### config.mk
export PLATFORM = sky130hd
export DESIGN_NAME = scope_trigger_integration_cfg
export DESIGN_NICKNAME = d
export VERILOG_FILES = /design/src/shared/scope_integ_pkg.sv /design/src/rtl/scope_trigger_integration_cfg.sv /design/src/rtl/timebase_decode.sv
export SDC_FILE = /design/constraint.sdc
export NUM_CORES = 1
export LEC_CHECK = 0
export ABC_AREA = 1
export BUFFER_PORTS_ARGS = -buffer_cell sky130_fd_sc_hd__buf_2
export CELL_PAD_IN_SITES_DETAIL_PLACEMENT = 1
export CELL_PAD_IN_SITES_GLOBAL_PLACEMENT = 2
export CORE_ASPECT_RATIO = 0.9
export CORE_MARGIN = 8
export CORE_UTILIZATION = 37
export DETAILED_ROUTE_END_ITERATION = 8
export PLACE_DENSITY = 0.95
export SYNTH_ARGS = -nofsm -noshare
export SYNTH_HDL_FRONTEND = slang
export SYNTH_SLANG_ARGS = --single-unit
export TNS_END_PERCENT = 10
### constraint.sdc
create_clock -name ref_clk_i -period 21.3 [get_ports ref_clk_i]
set_input_delay 4.26 -clock ref_clk_i [delete_from_list [all_inputs] [get_ports ref_clk_i]]
set_output_delay 4.26 -clock ref_clk_i [all_outputs]
set_load 0.01 [all_outputs]
### src/shared/scope_integ_pkg.sv
// Purpose: constants for the scope trigger and integration timing block
// Assumes: one clock, plain configuration ports, no bus
// Notes:   times held in whole seconds, tick derived from the clock rate
package scope_integ_pkg;
   localparam int  CLK_HZ          = 200_000_000;
   localparam int  SEC_CYCLES      = CLK_HZ;
   localparam int  FIELD_MAX       = 99;
   localparam int  SEC_PER_MIN     = 60;
   localparam int  SEC_PER_HOUR    = 3600;
   localparam int  SEC_PER_DAY     = 86400;
   localparam int  TB_CODE_MAX     = 20;
   localparam int  TB_W            = 5;
   localparam int  TB_NS_W         = 36;
   localparam int  PCT_W           = 7;
   localparam int  SECS_W          = 24;
   localparam logic [6:0] PCT_0    = 7'h00;
   localparam logic [6:0] PCT_25   = 7'h19;
   localparam logic [6:0] PCT_50   = 7'h32;
   localparam logic [6:0] PCT_75   = 7'h4B;
   typedef enum logic [1:0] {
      TRIG_DC_RISE,
      TRIG_DC_FALL,
      TRIG_RECT_RISE,
      TRIG_HIGH_FREQ
   } trig_method_t;
   typedef enum logic [1:0] {
      INTEG_IDLE,
      INTEG_WAIT,
      INTEG_RUN,
      INTEG_DONE
   } integ_state_t;
endpackage

### src/rtl/scope_trigger_integration_cfg.sv
// Purpose: apply scope trigger settings and run timed integration
// Assumes: inputs synchronous to ref_clk_i; level and samples share one scale
// Notes:   integration times counted in whole seconds of clock cycles
`timescale 1ns/1ps
module scope_trigger_integration_cfg #(
   parameter int SAMPLE_W   = 16,
   parameter int SEC_CYCLES = scope_integ_pkg::SEC_CYCLES
) (
   input  wire logic                                  ref_clk_i,
   input  wire logic                                  sys_rst_i,
   input  wire logic                                  capture_surge_override_i,
   input  wire logic                                  capture_active_i,
   input  wire logic                                  range_high_i,
   input  wire logic                                  bw_unfiltered_i,
   input  wire logic [scope_integ_pkg::TB_W-1:0]      timebase_code_i,
   input  wire logic [2:0]                            trig_source_i,
   input  wire logic [1:0]                            trig_method_i,
   input  wire logic [1:0]                            trig_position_i,
   input  wire logic signed [SAMPLE_W-1:0]            trig_level_i,
   input  wire logic signed [SAMPLE_W-1:0]            volt_sample_i [4],
   input  wire logic signed [SAMPLE_W-1:0]            curr_sample_i [4],
   input  wire logic                                  hf_detect_i,
   input  wire logic                                  accumulate_auto_timing_i,
   input  wire logic [6:0]                            accumulate_start_wait_i [4],
   input  wire logic [6:0]                            accumulate_run_span_i [4],
   input  wire logic                                  auto_start_i,
   input  wire logic                                  manual_start_i,
   input  wire logic                                  manual_stop_i,
   output logic                                       range_high_o,
   output logic                                       bw_unfiltered_o,
   output logic [scope_integ_pkg::TB_NS_W-1:0]        capture_span_ns_o,
   output logic [1:0]                                 trig_channel_o,
   output logic                                       trig_is_current_o,
   output logic [scope_integ_pkg::PCT_W-1:0]          trig_position_pct_o,
   output logic                                       trig_fire_o,
   output logic                                       integrating_o,
   output logic                                       integ_done_o
);
   // Elaboration-time guard; sign handling needs two sample bits at least
   if (SAMPLE_W < 2 || SEC_CYCLES < 1) begin : g_bad_param
      $error("scope_trigger_integration_cfg: bad parameter");
   end

   // ************************************************************
   // Capture settings
   // ************************************************************
   logic [scope_integ_pkg::TB_NS_W-1:0] span_ns;
   timebase_decode timebase_decode_i (
      .code_i    (timebase_code_i),
      .span_ns_o (span_ns)
   );

   logic                               range_reg, range_next;
   logic                               bw_reg, bw_next;
   logic [scope_integ_pkg::TB_NS_W-1:0] span_reg, span_next;
   logic [1:0]                         chan_reg, chan_next;
   logic                               cur_reg, cur_next;
   logic [scope_integ_pkg::PCT_W-1:0]   pct_reg, pct_next;

   always_comb begin
      // Override only while capturing, so normal settings return afterwards
      if (capture_surge_override_i && capture_active_i) begin
         range_next = 1'b1;
         bw_next    = 1'b1;
      end else begin
         range_next = range_high_i;
         bw_next    = bw_unfiltered_i;
      end
      span_next = span_ns;
      chan_next = trig_source_i[2:1];
      cur_next  = trig_source_i[0];
      unique case (trig_position_i)
         2'h0: pct_next = scope_integ_pkg::PCT_0;
         2'h1: pct_next = scope_integ_pkg::PCT_25;
         2'h2: pct_next = scope_integ_pkg::PCT_50;
         2'h3: pct_next = scope_integ_pkg::PCT_75;
      endcase
   end

   // ************************************************************
   // Trigger detection
   // ************************************************************
   logic signed [SAMPLE_W-1:0] sel_sample, mag_sample;
   logic                       above_reg, above_next;
   logic                       fire_reg, fire_next;
   scope_integ_pkg::trig_method_t method;

   always_comb begin
      method     = scope_integ_pkg::trig_method_t'(trig_method_i);
      // Level units follow the source kind; no scaling is done here
      sel_sample = trig_source_i[0] ? curr_sample_i[trig_source_i[2:1]]
                                    : volt_sample_i[trig_source_i[2:1]];
      mag_sample = (sel_sample < 0) ? -sel_sample : sel_sample;
      above_next = ((method == scope_integ_pkg::TRIG_RECT_RISE) ? mag_sample : sel_sample)
                   > trig_level_i;
      unique case (method)
         scope_integ_pkg::TRIG_DC_RISE:   fire_next = above_next && !above_reg;
         scope_integ_pkg::TRIG_DC_FALL:   fire_next = !above_next && above_reg;
         scope_integ_pkg::TRIG_RECT_RISE: fire_next = above_next && !above_reg;
         scope_integ_pkg::TRIG_HIGH_FREQ: fire_next = hf_detect_i;
      endcase
   end

   always_ff @(posedge ref_clk_i) begin
      if (sys_rst_i) begin
         range_reg <= 1'b0;
         bw_reg    <= 1'b0;
         span_reg  <= '0;
         chan_reg  <= 2'h0;
         cur_reg   <= 1'b0;
         pct_reg   <= '0;
         above_reg <= 1'b0;
         fire_reg  <= 1'b0;
      end else begin
         range_reg <= range_next;
         bw_reg    <= bw_next;
         span_reg  <= span_next;
         chan_reg  <= chan_next;
         cur_reg   <= cur_next;
         pct_reg   <= pct_next;
         above_reg <= above_next;
         fire_reg  <= fire_next;
      end
   end

   // ************************************************************
   // Integration timing
   // ************************************************************
   localparam int SW = scope_integ_pkg::SECS_W;
   logic [SW-1:0] wait_secs, run_secs;
   logic [6:0]    wf [4];
   logic [6:0]    rf [4];

   // Fields above 99 clamp; keeps the totals inside the counter width
   for (genvar g = 0; g < 4; g++) begin : g_clamp
      assign wf[g] = (accumulate_start_wait_i[g] > 7'(scope_integ_pkg::FIELD_MAX)) ?
                     7'(scope_integ_pkg::FIELD_MAX) : accumulate_start_wait_i[g];
      assign rf[g] = (accumulate_run_span_i[g] > 7'(scope_integ_pkg::FIELD_MAX)) ?
                     7'(scope_integ_pkg::FIELD_MAX) : accumulate_run_span_i[g];
   end

   always_comb begin
      wait_secs = SW'(wf[0] * scope_integ_pkg::SEC_PER_DAY + wf[1] * scope_integ_pkg::SEC_PER_HOUR
                  + wf[2] * scope_integ_pkg::SEC_PER_MIN + wf[3]);
      run_secs  = SW'(rf[0] * scope_integ_pkg::SEC_PER_DAY + rf[1] * scope_integ_pkg::SEC_PER_HOUR
                  + rf[2] * scope_integ_pkg::SEC_PER_MIN + rf[3]);
   end

   scope_integ_pkg::integ_state_t state_reg, state_next;
   logic [31:0]   tick_reg, tick_next;
   logic [SW-1:0] secs_reg, secs_next;
   logic          sec_tick;

   always_comb begin
      state_next = state_reg;
      tick_next  = tick_reg;
      secs_next  = secs_reg;
      sec_tick   = (tick_reg == 32'(SEC_CYCLES - 1));
      if (state_reg == scope_integ_pkg::INTEG_WAIT || state_reg == scope_integ_pkg::INTEG_RUN) begin
         tick_next = sec_tick ? 32'h00000000 : tick_reg + 32'h00000001;
         if (sec_tick) begin
            secs_next = secs_reg + SW'(1);
         end
      end
      unique case (state_reg)
         scope_integ_pkg::INTEG_IDLE, scope_integ_pkg::INTEG_DONE: begin
            if (accumulate_auto_timing_i && auto_start_i) begin
               state_next = (wait_secs == '0) ? scope_integ_pkg::INTEG_RUN
                                               : scope_integ_pkg::INTEG_WAIT;
               tick_next  = 32'h00000000;
               secs_next  = '0;
            end else if (!accumulate_auto_timing_i && manual_start_i) begin
               state_next = scope_integ_pkg::INTEG_RUN;
               tick_next  = 32'h00000000;
               secs_next  = '0;
            end
         end
         scope_integ_pkg::INTEG_WAIT: begin
            if (sec_tick && secs_reg + SW'(1) >= wait_secs) begin
               state_next = scope_integ_pkg::INTEG_RUN;
               secs_next  = '0;
            end
         end
         scope_integ_pkg::INTEG_RUN: begin
            if (!accumulate_auto_timing_i) begin
               if (manual_stop_i) begin
                  state_next = scope_integ_pkg::INTEG_DONE;
               end
            end else if (run_secs == '0 || (sec_tick && secs_reg + SW'(1) >= run_secs)) begin
               state_next = scope_integ_pkg::INTEG_DONE;
            end
         end
      endcase
   end

   always_ff @(posedge ref_clk_i) begin
      if (sys_rst_i) begin
         state_reg <= scope_integ_pkg::INTEG_IDLE;
         tick_reg  <= 32'h00000000;
         secs_reg  <= '0;
      end else begin
         state_reg <= state_next;
         tick_reg  <= tick_next;
         secs_reg  <= secs_next;
      end
   end

   assign range_high_o        = range_reg;
   assign bw_unfiltered_o     = bw_reg;
   assign capture_span_ns_o   = span_reg;
   assign trig_channel_o      = chan_reg;
   assign trig_is_current_o   = cur_reg;
   assign trig_position_pct_o = pct_reg;
   assign trig_fire_o         = fire_reg;
   assign integrating_o       = (state_reg == scope_integ_pkg::INTEG_RUN);
   assign integ_done_o        = (state_reg == scope_integ_pkg::INTEG_DONE);
endmodule // scope_trigger_integration_cfg

### src/rtl/timebase_decode.sv
// Purpose: timebase code to capture span in nanoseconds
// Assumes: codes above the top clamp to the longest span
// Notes:   pure combinational table
`timescale 1ns/1ps
module timebase_decode (
   input  wire logic [scope_integ_pkg::TB_W-1:0]    code_i,
   output logic      [scope_integ_pkg::TB_NS_W-1:0] span_ns_o
);
   logic [scope_integ_pkg::TB_NS_W-1:0] decade;
   logic [4:0]                           step;
   always_comb begin
      step   = (code_i > 5'(scope_integ_pkg::TB_CODE_MAX)) ?
               5'(scope_integ_pkg::TB_CODE_MAX) : code_i;
      decade = 36'h000000005;
      for (int k = 0; k < 7; k++) begin
         if (int'(step) >= 3 * k + 3) begin
            decade = decade * 36'h00000000A;
         end
      end
      // 1-2-5: position in decade selects x1, x2 or x4 of the base (5->10->20)
      unique case (step % 5'h03)
         5'h00:   span_ns_o = decade * 36'h0000003E8;
         5'h01:   span_ns_o = decade * 36'h0000007D0;
         default: span_ns_o = decade * 36'h000000FA0;
      endcase
   end
endmodule // timebase_decode

Word-level counts from Yosys, hierarchy flattened --
Index checks and enable logic that the tools add are counted. W data, S select, Z words.
Word-level totals: input port bits 223, output and inout port bits 51, word-level logic and storage cells 143, flip-flop bits (word level) 108
Operators by class: add/subtract/negate cells 9, divide/modulo/power cells 1, reductions and logical operators 21, multiply operators 15, bitwise operators 1, eq/ne operators 15, order comparisons 21, mux-type cells 49
Operator list (count):
- $mux W36 | 6
- $mul A36 B3 Y35 const B | 5
- $mux W32 | 5
- $mux W24 | 5
- $mux W16 | 7
- $pmux W36 S2 | 1
- $bmux W16 S2 | 2
- $gt A7 B7 Y1 const B | 8
- $mux W7 | 8
- $add A24 B13 Y24 | 2
- $add A24 B19 Y24 | 2
- $add A24 B7 Y24 | 2
- $ge A24 B24 Y1 | 2
- $logic_not A24 Y1 | 2
- $pmux W24 S2 | 1
- $mul A36 B7 Y31 const B | 1
- $mul A36 B7 Y32 const B | 1
- $mul A36 B7 Y33 const B | 1
- $mul A7 B10 Y17 const B | 2
- $add A32 B1 Y32 const B | 1
- $eq A32 B28 Y1 const B | 1
- $mul A7 B8 Y15 const B | 2
- $pmux W7 S4 | 1
- $add A24 B1 Y24 const B | 1
- 32 further kinds | 63

Depth between registers and ports, before layout --
Gate-level depths: netlist (run 1).
word-level depth 18, gate-level depth with buffers 70

By module --
From an unflattened synthesis (run 1), not the netlist that was laid out.
Second synthesis, totals: cell total of the unflattened synthesis 3954, area total of the unflattened synthesis 26166.3 µm²
By module, submodules not included:
- scope_trigger_integration_cfg | seq. area each 2122.0 µm², cells an instance 2430, area an instance 16340.7 µm², times used 1
- timebase_decode | seq. area each 0.0 µm², cells an instance 1524, area an instance 9825.7 µm², times used 1

Least setup slack after synthesis (run 1) --
No wires, ideal clock.
path kind in2reg, start input port timebase_code_i[4] (netlist bit), end register span_reg (netlist bit capture_span_ns_o[29]), data required time 21.243 ns, library setup time 0.057 ns, data arrival time 14.289 ns, path slack 6.955 ns, stages 52, cell sequence inv_1 > nor2_2 > nand2_1 > nand2_2 > inv_1 > a21oi_1 > inv_1 > ha_1 > o21ai_1 > xor2_1 > ha_1 > fa_1 > xnor2_1 > o21ai_0 > ha_1 > ha_1 > nor2_1 > a21oi_1 > [16 not listed] > fa_1 > fa_1 > fa_1 > fa_1 > ha_1 > nand2_1 > nor3_1 > nand3_1 > o21ai_0 > nand3_1 > nand2_1 > nand3_1 > nand2_1 > xor2_1 > nand2_1 > nand3_1 > nand2_1 > inv_1
Between the ends: cells in the longest elaborated chain, start to end 18
Ends and longest elaborated chain:
- from (decl) | RTL line scope_trigger_integration_cfg.sv:15 | input wire logic [scope_integ_pkg::TB_W-1:0] timebase_code_i,
- $gt A5 B5 Y1 | RTL line timebase_decode.sv:12 | step = (code_i > 5'(scope_integ_pkg::TB_CODE_MAX)) ?
- $mux W5 * | RTL line timebase_decode.sv:12
- $ge A5 B2 Y1 | RTL line timebase_decode.sv:16 | if (int'(step) >= 3 * k + 3) begin
- $mux W6 | RTL line timebase_decode.sv:16
- $mul A6 B3 Y9 | RTL line timebase_decode.sv:17 | decade = decade * 36'h00000000A;
- $mux W36 | RTL line timebase_decode.sv:16
- $mul A36 B3 Y35 | RTL line timebase_decode.sv:17
- $mux W36 | RTL line timebase_decode.sv:16
- [2 not listed]
- $mul A36 B3 Y35 | RTL line timebase_decode.sv:17
- $mux W36 | RTL line timebase_decode.sv:16
- $mul A36 B3 Y35 | RTL line timebase_decode.sv:17
- $mux W36 | RTL line timebase_decode.sv:16
- $mul A36 B3 Y35 | RTL line timebase_decode.sv:17
- $mux W36 | RTL line timebase_decode.sv:16
- $mul A36 B7 Y31 (tied with other cells) | RTL line timebase_decode.sv:24 | default: span_ns_o = decade * 36'h000000FA0;
- $pmux W36 S2 * | RTL line timebase_decode.sv:21 | unique case (step % 5'h03)
- to (signal assigned) | RTL line scope_trigger_integration_cfg.sv:117 | span_reg <= span_next;
- to (decl) | RTL line scope_trigger_integration_cfg.sv:55 | logic [scope_integ_pkg::TB_NS_W-1:0] span_reg, span_next;
Every way passes the cells marked *; elsewhere a longest branch is shown, timed or not. A chain may end at the register's enable or synchronous reset.

Worst setup path in the final report (run 1) --
start input port timebase_code_i[4] (netlist bit), end register span_reg (netlist bit capture_span_ns_o[28])
Same word-level chain as after synthesis.

==> impl_metrics.ini, run 1 <==
[outcome]
status = complete, no violations

[timing]
rsz0062_at_grt = false
post-route-period-util = 0.781
slew_viol_final = 0
tightestPinTransition_ns = 1.15
worst_slack_ns = 4.67
finalSetupTns_ns = 0
fmax_mhz = 60.1
whs_ns = 0.467
relSlewSlack = 0.229
setup_viol = 0
fin_crit_ns = 16.63
fin_skew_ns = 0.00965
hold_viol_final = 0

[floorplanning]
start_util = 0.373
rows = 90
core_um2 = 67000
die_h_um = 263
pin_count = 274
die_area_um2 = 76200
die-width_um = 290

[hold_path]
hold_path_end = tick_reg[31]
hold_depth = 1
hp-start = tick_reg[31]
hp-class = reg -> reg

[detailed_routing]
route.met2.wl_um = 36300
wirelength_um = 76000
drt-met1-wl_um = 35800
highest_layer = met4
antenna_left = 0
dr.first_iter.drc_count = 951
routedWlPerCell_um = 15.6
drc = 0
route.met3.wl_um = 2840
dr.pass1.iters = 7
vias_per_cell = 4.95
dr_total_vias = 24036

[clocking]
clock_path_buffers = 2
cts_sinks = 103
cts_made_buffers = 9
clkLatencyLatePin_ns = 0.37
cts_hold_buffers = 0
cts_setup_buffers = 0
cts_root_buffer = clkbuf_16
ctsResizeCount = 0
clkTransAtPathRegs_ns = 0.09
cts_tree = done
ctsHtreeMaxLevel = 3

[grt]
grt_pass1_wl_um = 127000
grt_util_all_layers = 0.197
grt_max_degree = 66
grt_pass1_vias = 25379
grt_overflow = 0
antenna_found_initial = 10

[critical_path]
cp-end-kind = flop
crit_family = adder cells
regToRegEndpoint = secs_reg[12]
r2r-start = secs_reg[0]
path_buf_inv = 8
cp_data_required_time_ns = 21.61
cpPeakStageDelay_ns = 0.60
cp_data_arrival_time_ns = 16.94
crit_path_start_kind = input pin
crit_top_cell = nand2_1
crit_slowest_cell = a21oi_1
crit_fanout = 7
r2r_cells = 24
criticalPathCategory = in -> reg
rrSetupSlack_ns = 15.94

[layout]
layout_common_cells = inv_1, nand2_1, ha_1
fillers = 8904
layout-drive-gt1-share = 0.0895
layout.nets = 4819
final_common_cell = inv_1
largest_reg_flops = 33
area_delta_synth_final_pct = 10.4

[placed_design]
place_hpwl_um = 67000
place.gp.congestion = 0.856
pre_cts_ws_ns = 4.56
port_buffers = 269

[yosys]
synth_cells = 3735
synth_cell_types = 58
syn_area_per_cell_um2 = 6.70
async_flop_share = 0
synth_area_um2 = 25000
ys.flop_type = dfxtp_1
synth_edf_count = 0
yosysWarnings = 0
yosysSeqAreaShare = 0.0824
yosysTopAreaCell = ha_1
ys_ff_latch = 103
synthTopCellsByArea = ha_1, fa_1, inv_1, nand2_1, dfxtp_1
yosys.area.top_type_share = 0.231

[run]
drv_cap = 0
## worst max path at each step
stage | startpoint | to | slack, ns | cells after the start
after floorplan | timebase_code_i[4] | capture_span_ns_o[29] | 6.95 | 52
after global placement | timebase_code_i[4] | capture_span_ns_o[30] | 4.82 | 53
after detailed placement | timebase_code_i[4] | capture_span_ns_o[32] | 4.56 | 53
after CTS | timebase_code_i[4] | capture_span_ns_o[32] | 4.89 | 53
after global routing | timebase_code_i[4] | capture_span_ns_o[31] | 3.76 | 53
final | timebase_code_i[4] | capture_span_ns_o[28] | 4.67 | 53
## synthesized netlist by cell type (43+ instances only)
cell type / instances
nor3_1: 43
fa_1: 163
a21oi_1: 207
o21ai_0: 179
inv_1: 769
nor2_1: 318
dfxtp_1: 103
ha_1: 462
xor2_1: 111
xnor2_1: 59
nand3_1: 160
nand4_1: 46
clkbuf_1: 50
nand2_1: 766
## routing by layer
| layer | GRT usage | vias to the layer above |
|---|---|---|
| li1 | - | 12346 |
| met1 | 0.257 | 11367 |
| met2 | 0.347 | 271 |
| met3 | 0.0293 | 52 |
| met4 | 0.0327 | 0 |
| met5 | 0 | - |
## worst reg2reg max path: stages (launching register included)
cell and delay, ns:
dfxtp_1 0.47, ha_1 0.23, nand2_1 0.07, nor2_1 0.17, nand3_1 0.18, nor4_1 0.40, nand3_1 0.23, nor2_1 0.22
nand2_1 0.12, nor2_1 0.19, nand3_1 0.11, xor2_1 0.19, inv_1 0.13, ha_1 0.32, nand4_1 0.13, nor2_1 0.23
nand2_1 0.08, o2111ai_1 0.34, nand2_1 0.14, a21oi_1 0.25, nand2_1 0.21, nand2_1 0.12, inv_1 0.40, o211ai_1 0.24
inv_1 0.07
## final cells by class
type,instances,area (um^2),share of cell area
Antenna cell,6,15.0,0.000544
Clock buffer,9,225,0.00816
Clock inverter,7,91.3,0.00331
Inverter,783,2940,0.106
Multi-Input combinational cell,2794,19800,0.715
Sequential cell,103,2060,0.0747
Tap cell,874,1090,0.0396
Timing Repair Buffer,280,1430,0.0518
## logic make-up after synthesis
group | Yosys count | share of synthesized area
AO/OA/AOI/OAI | 557 | 0.126
multiplexers | 1 | 0.000400
buffers and inverters | 858 | 0.131
flip-flops | 103 | 0.0824
adder cells (fa/ha/maj) | 625 | 0.361
AND/OR/NAND/NOR | 1419 | 0.239
other | 2 | 0.000300
XOR/XNOR | 170 | 0.0595
## through the flow
stage,instances,instance area (um^2),util
2_1_floorplan,3755,25100,-
3_3_place_gp,4834,27300,0.407
3_5_place_dp,4834,27300,0.407
4_1_cts,4850,27600,0.412
5_1_grt,4856,27600,0.412
6_report,4856,27600,0.412
Power of run 1 is left out: the tool's default activity adds up to more than one toggle a clock period on the data nets, which glitch-free logic cannot reach.
==> run 2: changes to the inputs <==
--- a/config.mk
+++ b/config.mk
@@ -11,9 +11,9 @@
 export CELL_PAD_IN_SITES_GLOBAL_PLACEMENT = 2
 export CORE_ASPECT_RATIO = 0.9
 export CORE_MARGIN = 8
-export CORE_UTILIZATION = 37
+export CORE_UTILIZATION = 31
 export DETAILED_ROUTE_END_ITERATION = 8
-export PLACE_DENSITY = 0.95
+export PLACE_DENSITY = 0.91
 export SYNTH_ARGS = -nofsm -noshare
 export SYNTH_HDL_FRONTEND = slang
 export SYNTH_SLANG_ARGS = --single-unit
==> constraint.sdc (replaced) <==
create_clock -name ref_clk_i -period 13.77 [get_ports ref_clk_i]
set_input_delay 2.754 -clock ref_clk_i [delete_from_list [all_inputs] [get_ports ref_clk_i]]
set_output_delay 2.754 -clock ref_clk_i [all_outputs]
set_load 0.01 [all_outputs]
==> run 2 against run 1 <==
Net effect:
- final cell count grew 4.9%
- via count grew 0.90%
- routed wire length grew 1.9%
- clock skew grew 0.0014 ns
- critical path type unchanged
- critical endpoint is now capture_span_ns_o[33]
==> impl_metrics.ini, run 2 (synthesis results as in run 1) <==
[grt]
grt_pass1_vias = 25495
grt_overflow = 0
grt_pass1_wl_um = 129000
grt_max_degree = 66
grt_util_all_layers = 0.170
antenna_found_initial = 4

[critical_path]
rrSetupSlack_ns = 8.55
crit_slowest_cell = fa_1
crit_fanout = 5
cp-end-kind = flop
criticalPathCategory = in -> reg
crit_top_cell = nand2_1
cpPeakStageDelay_ns = 0.54
cp_data_required_time_ns = 14.11
cp_data_arrival_time_ns = 13.39
crit_path_start_kind = input pin

[timing]
hold_viol_final = 0
fin_crit_ns = 13.05
fmax_mhz = 76.6
slew_viol_final = 0
relSlewSlack = 0.279
tightestPinTransition_ns = 1.07
setup_viol = 0
fin_skew_ns = 0.0110
post-route-period-util = 0.948

[floorplanning]
die_area_um2 = 90100
start_util = 0.311
core_um2 = 80500
pin_count = 274
die_h_um = 286
die-width_um = 315
rows = 99

[placed_design]
place.gp.congestion = 0.878
place_hpwl_um = 68000
dp_cells = 5069
port_buffers = 269
place_area_um2 = 27900

[clocking]
cts_tree = done
ctsHtreeMaxLevel = 3
cts_hold_buffers = 0
clock_path_buffers = 2
cts_sinks = 103
cts_root_buffer = clkbuf_16
clkLatencyLatePin_ns = 0.38
cts_made_buffers = 9
clkTransAtPathRegs_ns = 0.09

[detailed_routing]
routedWlPerCell_um = 15.2
vias_per_cell = 4.76
dr_total_vias = 24253
dr.pass1.iters = 5
dr.first_iter.drc_count = 1053
drc = 0
wirelength_um = 77400
antenna_left = 0

[layout]
stdcell_area_um2 = 28500
stdcell_count = 5093
final_common_cell = inv_1
largest_reg_flops = 33
area_delta_synth_final_pct = 14.0
layout-drive-gt1-share = 0.115
layout.nets = 4873
layout_common_cells = inv_1, nand2_1, ha_1

[run]
drv_cap = 0

[outcome]
status = complete, no violations

[hold_path]
hp-class = reg -> reg
## run 2: path summary, 6_finish.rpt
check / start / to / cells after the start
worst max register to register: secs_reg[0] / secs_reg[6] / 24
worst min-delay path: tick_reg[31] / tick_reg[31] / 1
worst min register to register: tick_reg[31] / tick_reg[31] / 1
worst max-delay path: timebase_code_i[2] / capture_span_ns_o[33] / 63
## run 2: worst max-delay path, delay by kind of cell
family / cells / cell delay, ns
xor+xnor: 2 / 0.37
compound gates: 9 / 1.15
buf+inv: 11 / 1.03
fa+ha+maj: 10 / 3.95
simple gates: 31 / 4.09
## run 2: final cells by class
| cell class | count | area, um^2 |
|---|---|---|
| Timing Repair Buffer | 334 | 1830 |
| Inverter | 783 | 2940 |
| Sequential cell | 103 | 2060 |
| Tap cell | 1060 | 1330 |
| Fill cell | 10555 | 52000 |
| Clock inverter | 7 | 91.3 |
| Antenna cell | 3 | 7.51 |
| Multi-Input combinational cell | 2794 | 20000 |
| Clock buffer | 9 | 225 |
## run 2: metrics by stage
stage | worst slack [ns] | hold WS, ns | TNS (ns) | util
after floorplan | 0.931 | 0.424 | 0 | -
after global routing | -0.0653 | 0.515 | -0.319 | 0.354
after global placement | -0.306 | 0.459 | -1.16 | 0.346
after CTS | 0.0289 | 0.485 | 0 | 0.350
final | 0.718 | 0.481 | 0 | 0.354
after detailed placement | -0.566 | 0.469 | -3.94 | 0.346
## run 2: repair_timing
action	in CTS	in global routing
pin swaps	0	10
buffers inserted	0	5
gates resized for setup	1	68
endpoints found under the setup margin	4	15
## run 2: layer usage
metal / GRT usage / wire (um) / vias to the layer above
met1: 0.237 / 38000 / 11489
met4: 0.0190 / 665 / 0
met3: 0.0219 / 2590 / 36
met2: 0.288 / 36100 / 278
met5: 0 / 0 / -
li1: - / - / 12450
Power of run 2 is left out for the same reason.
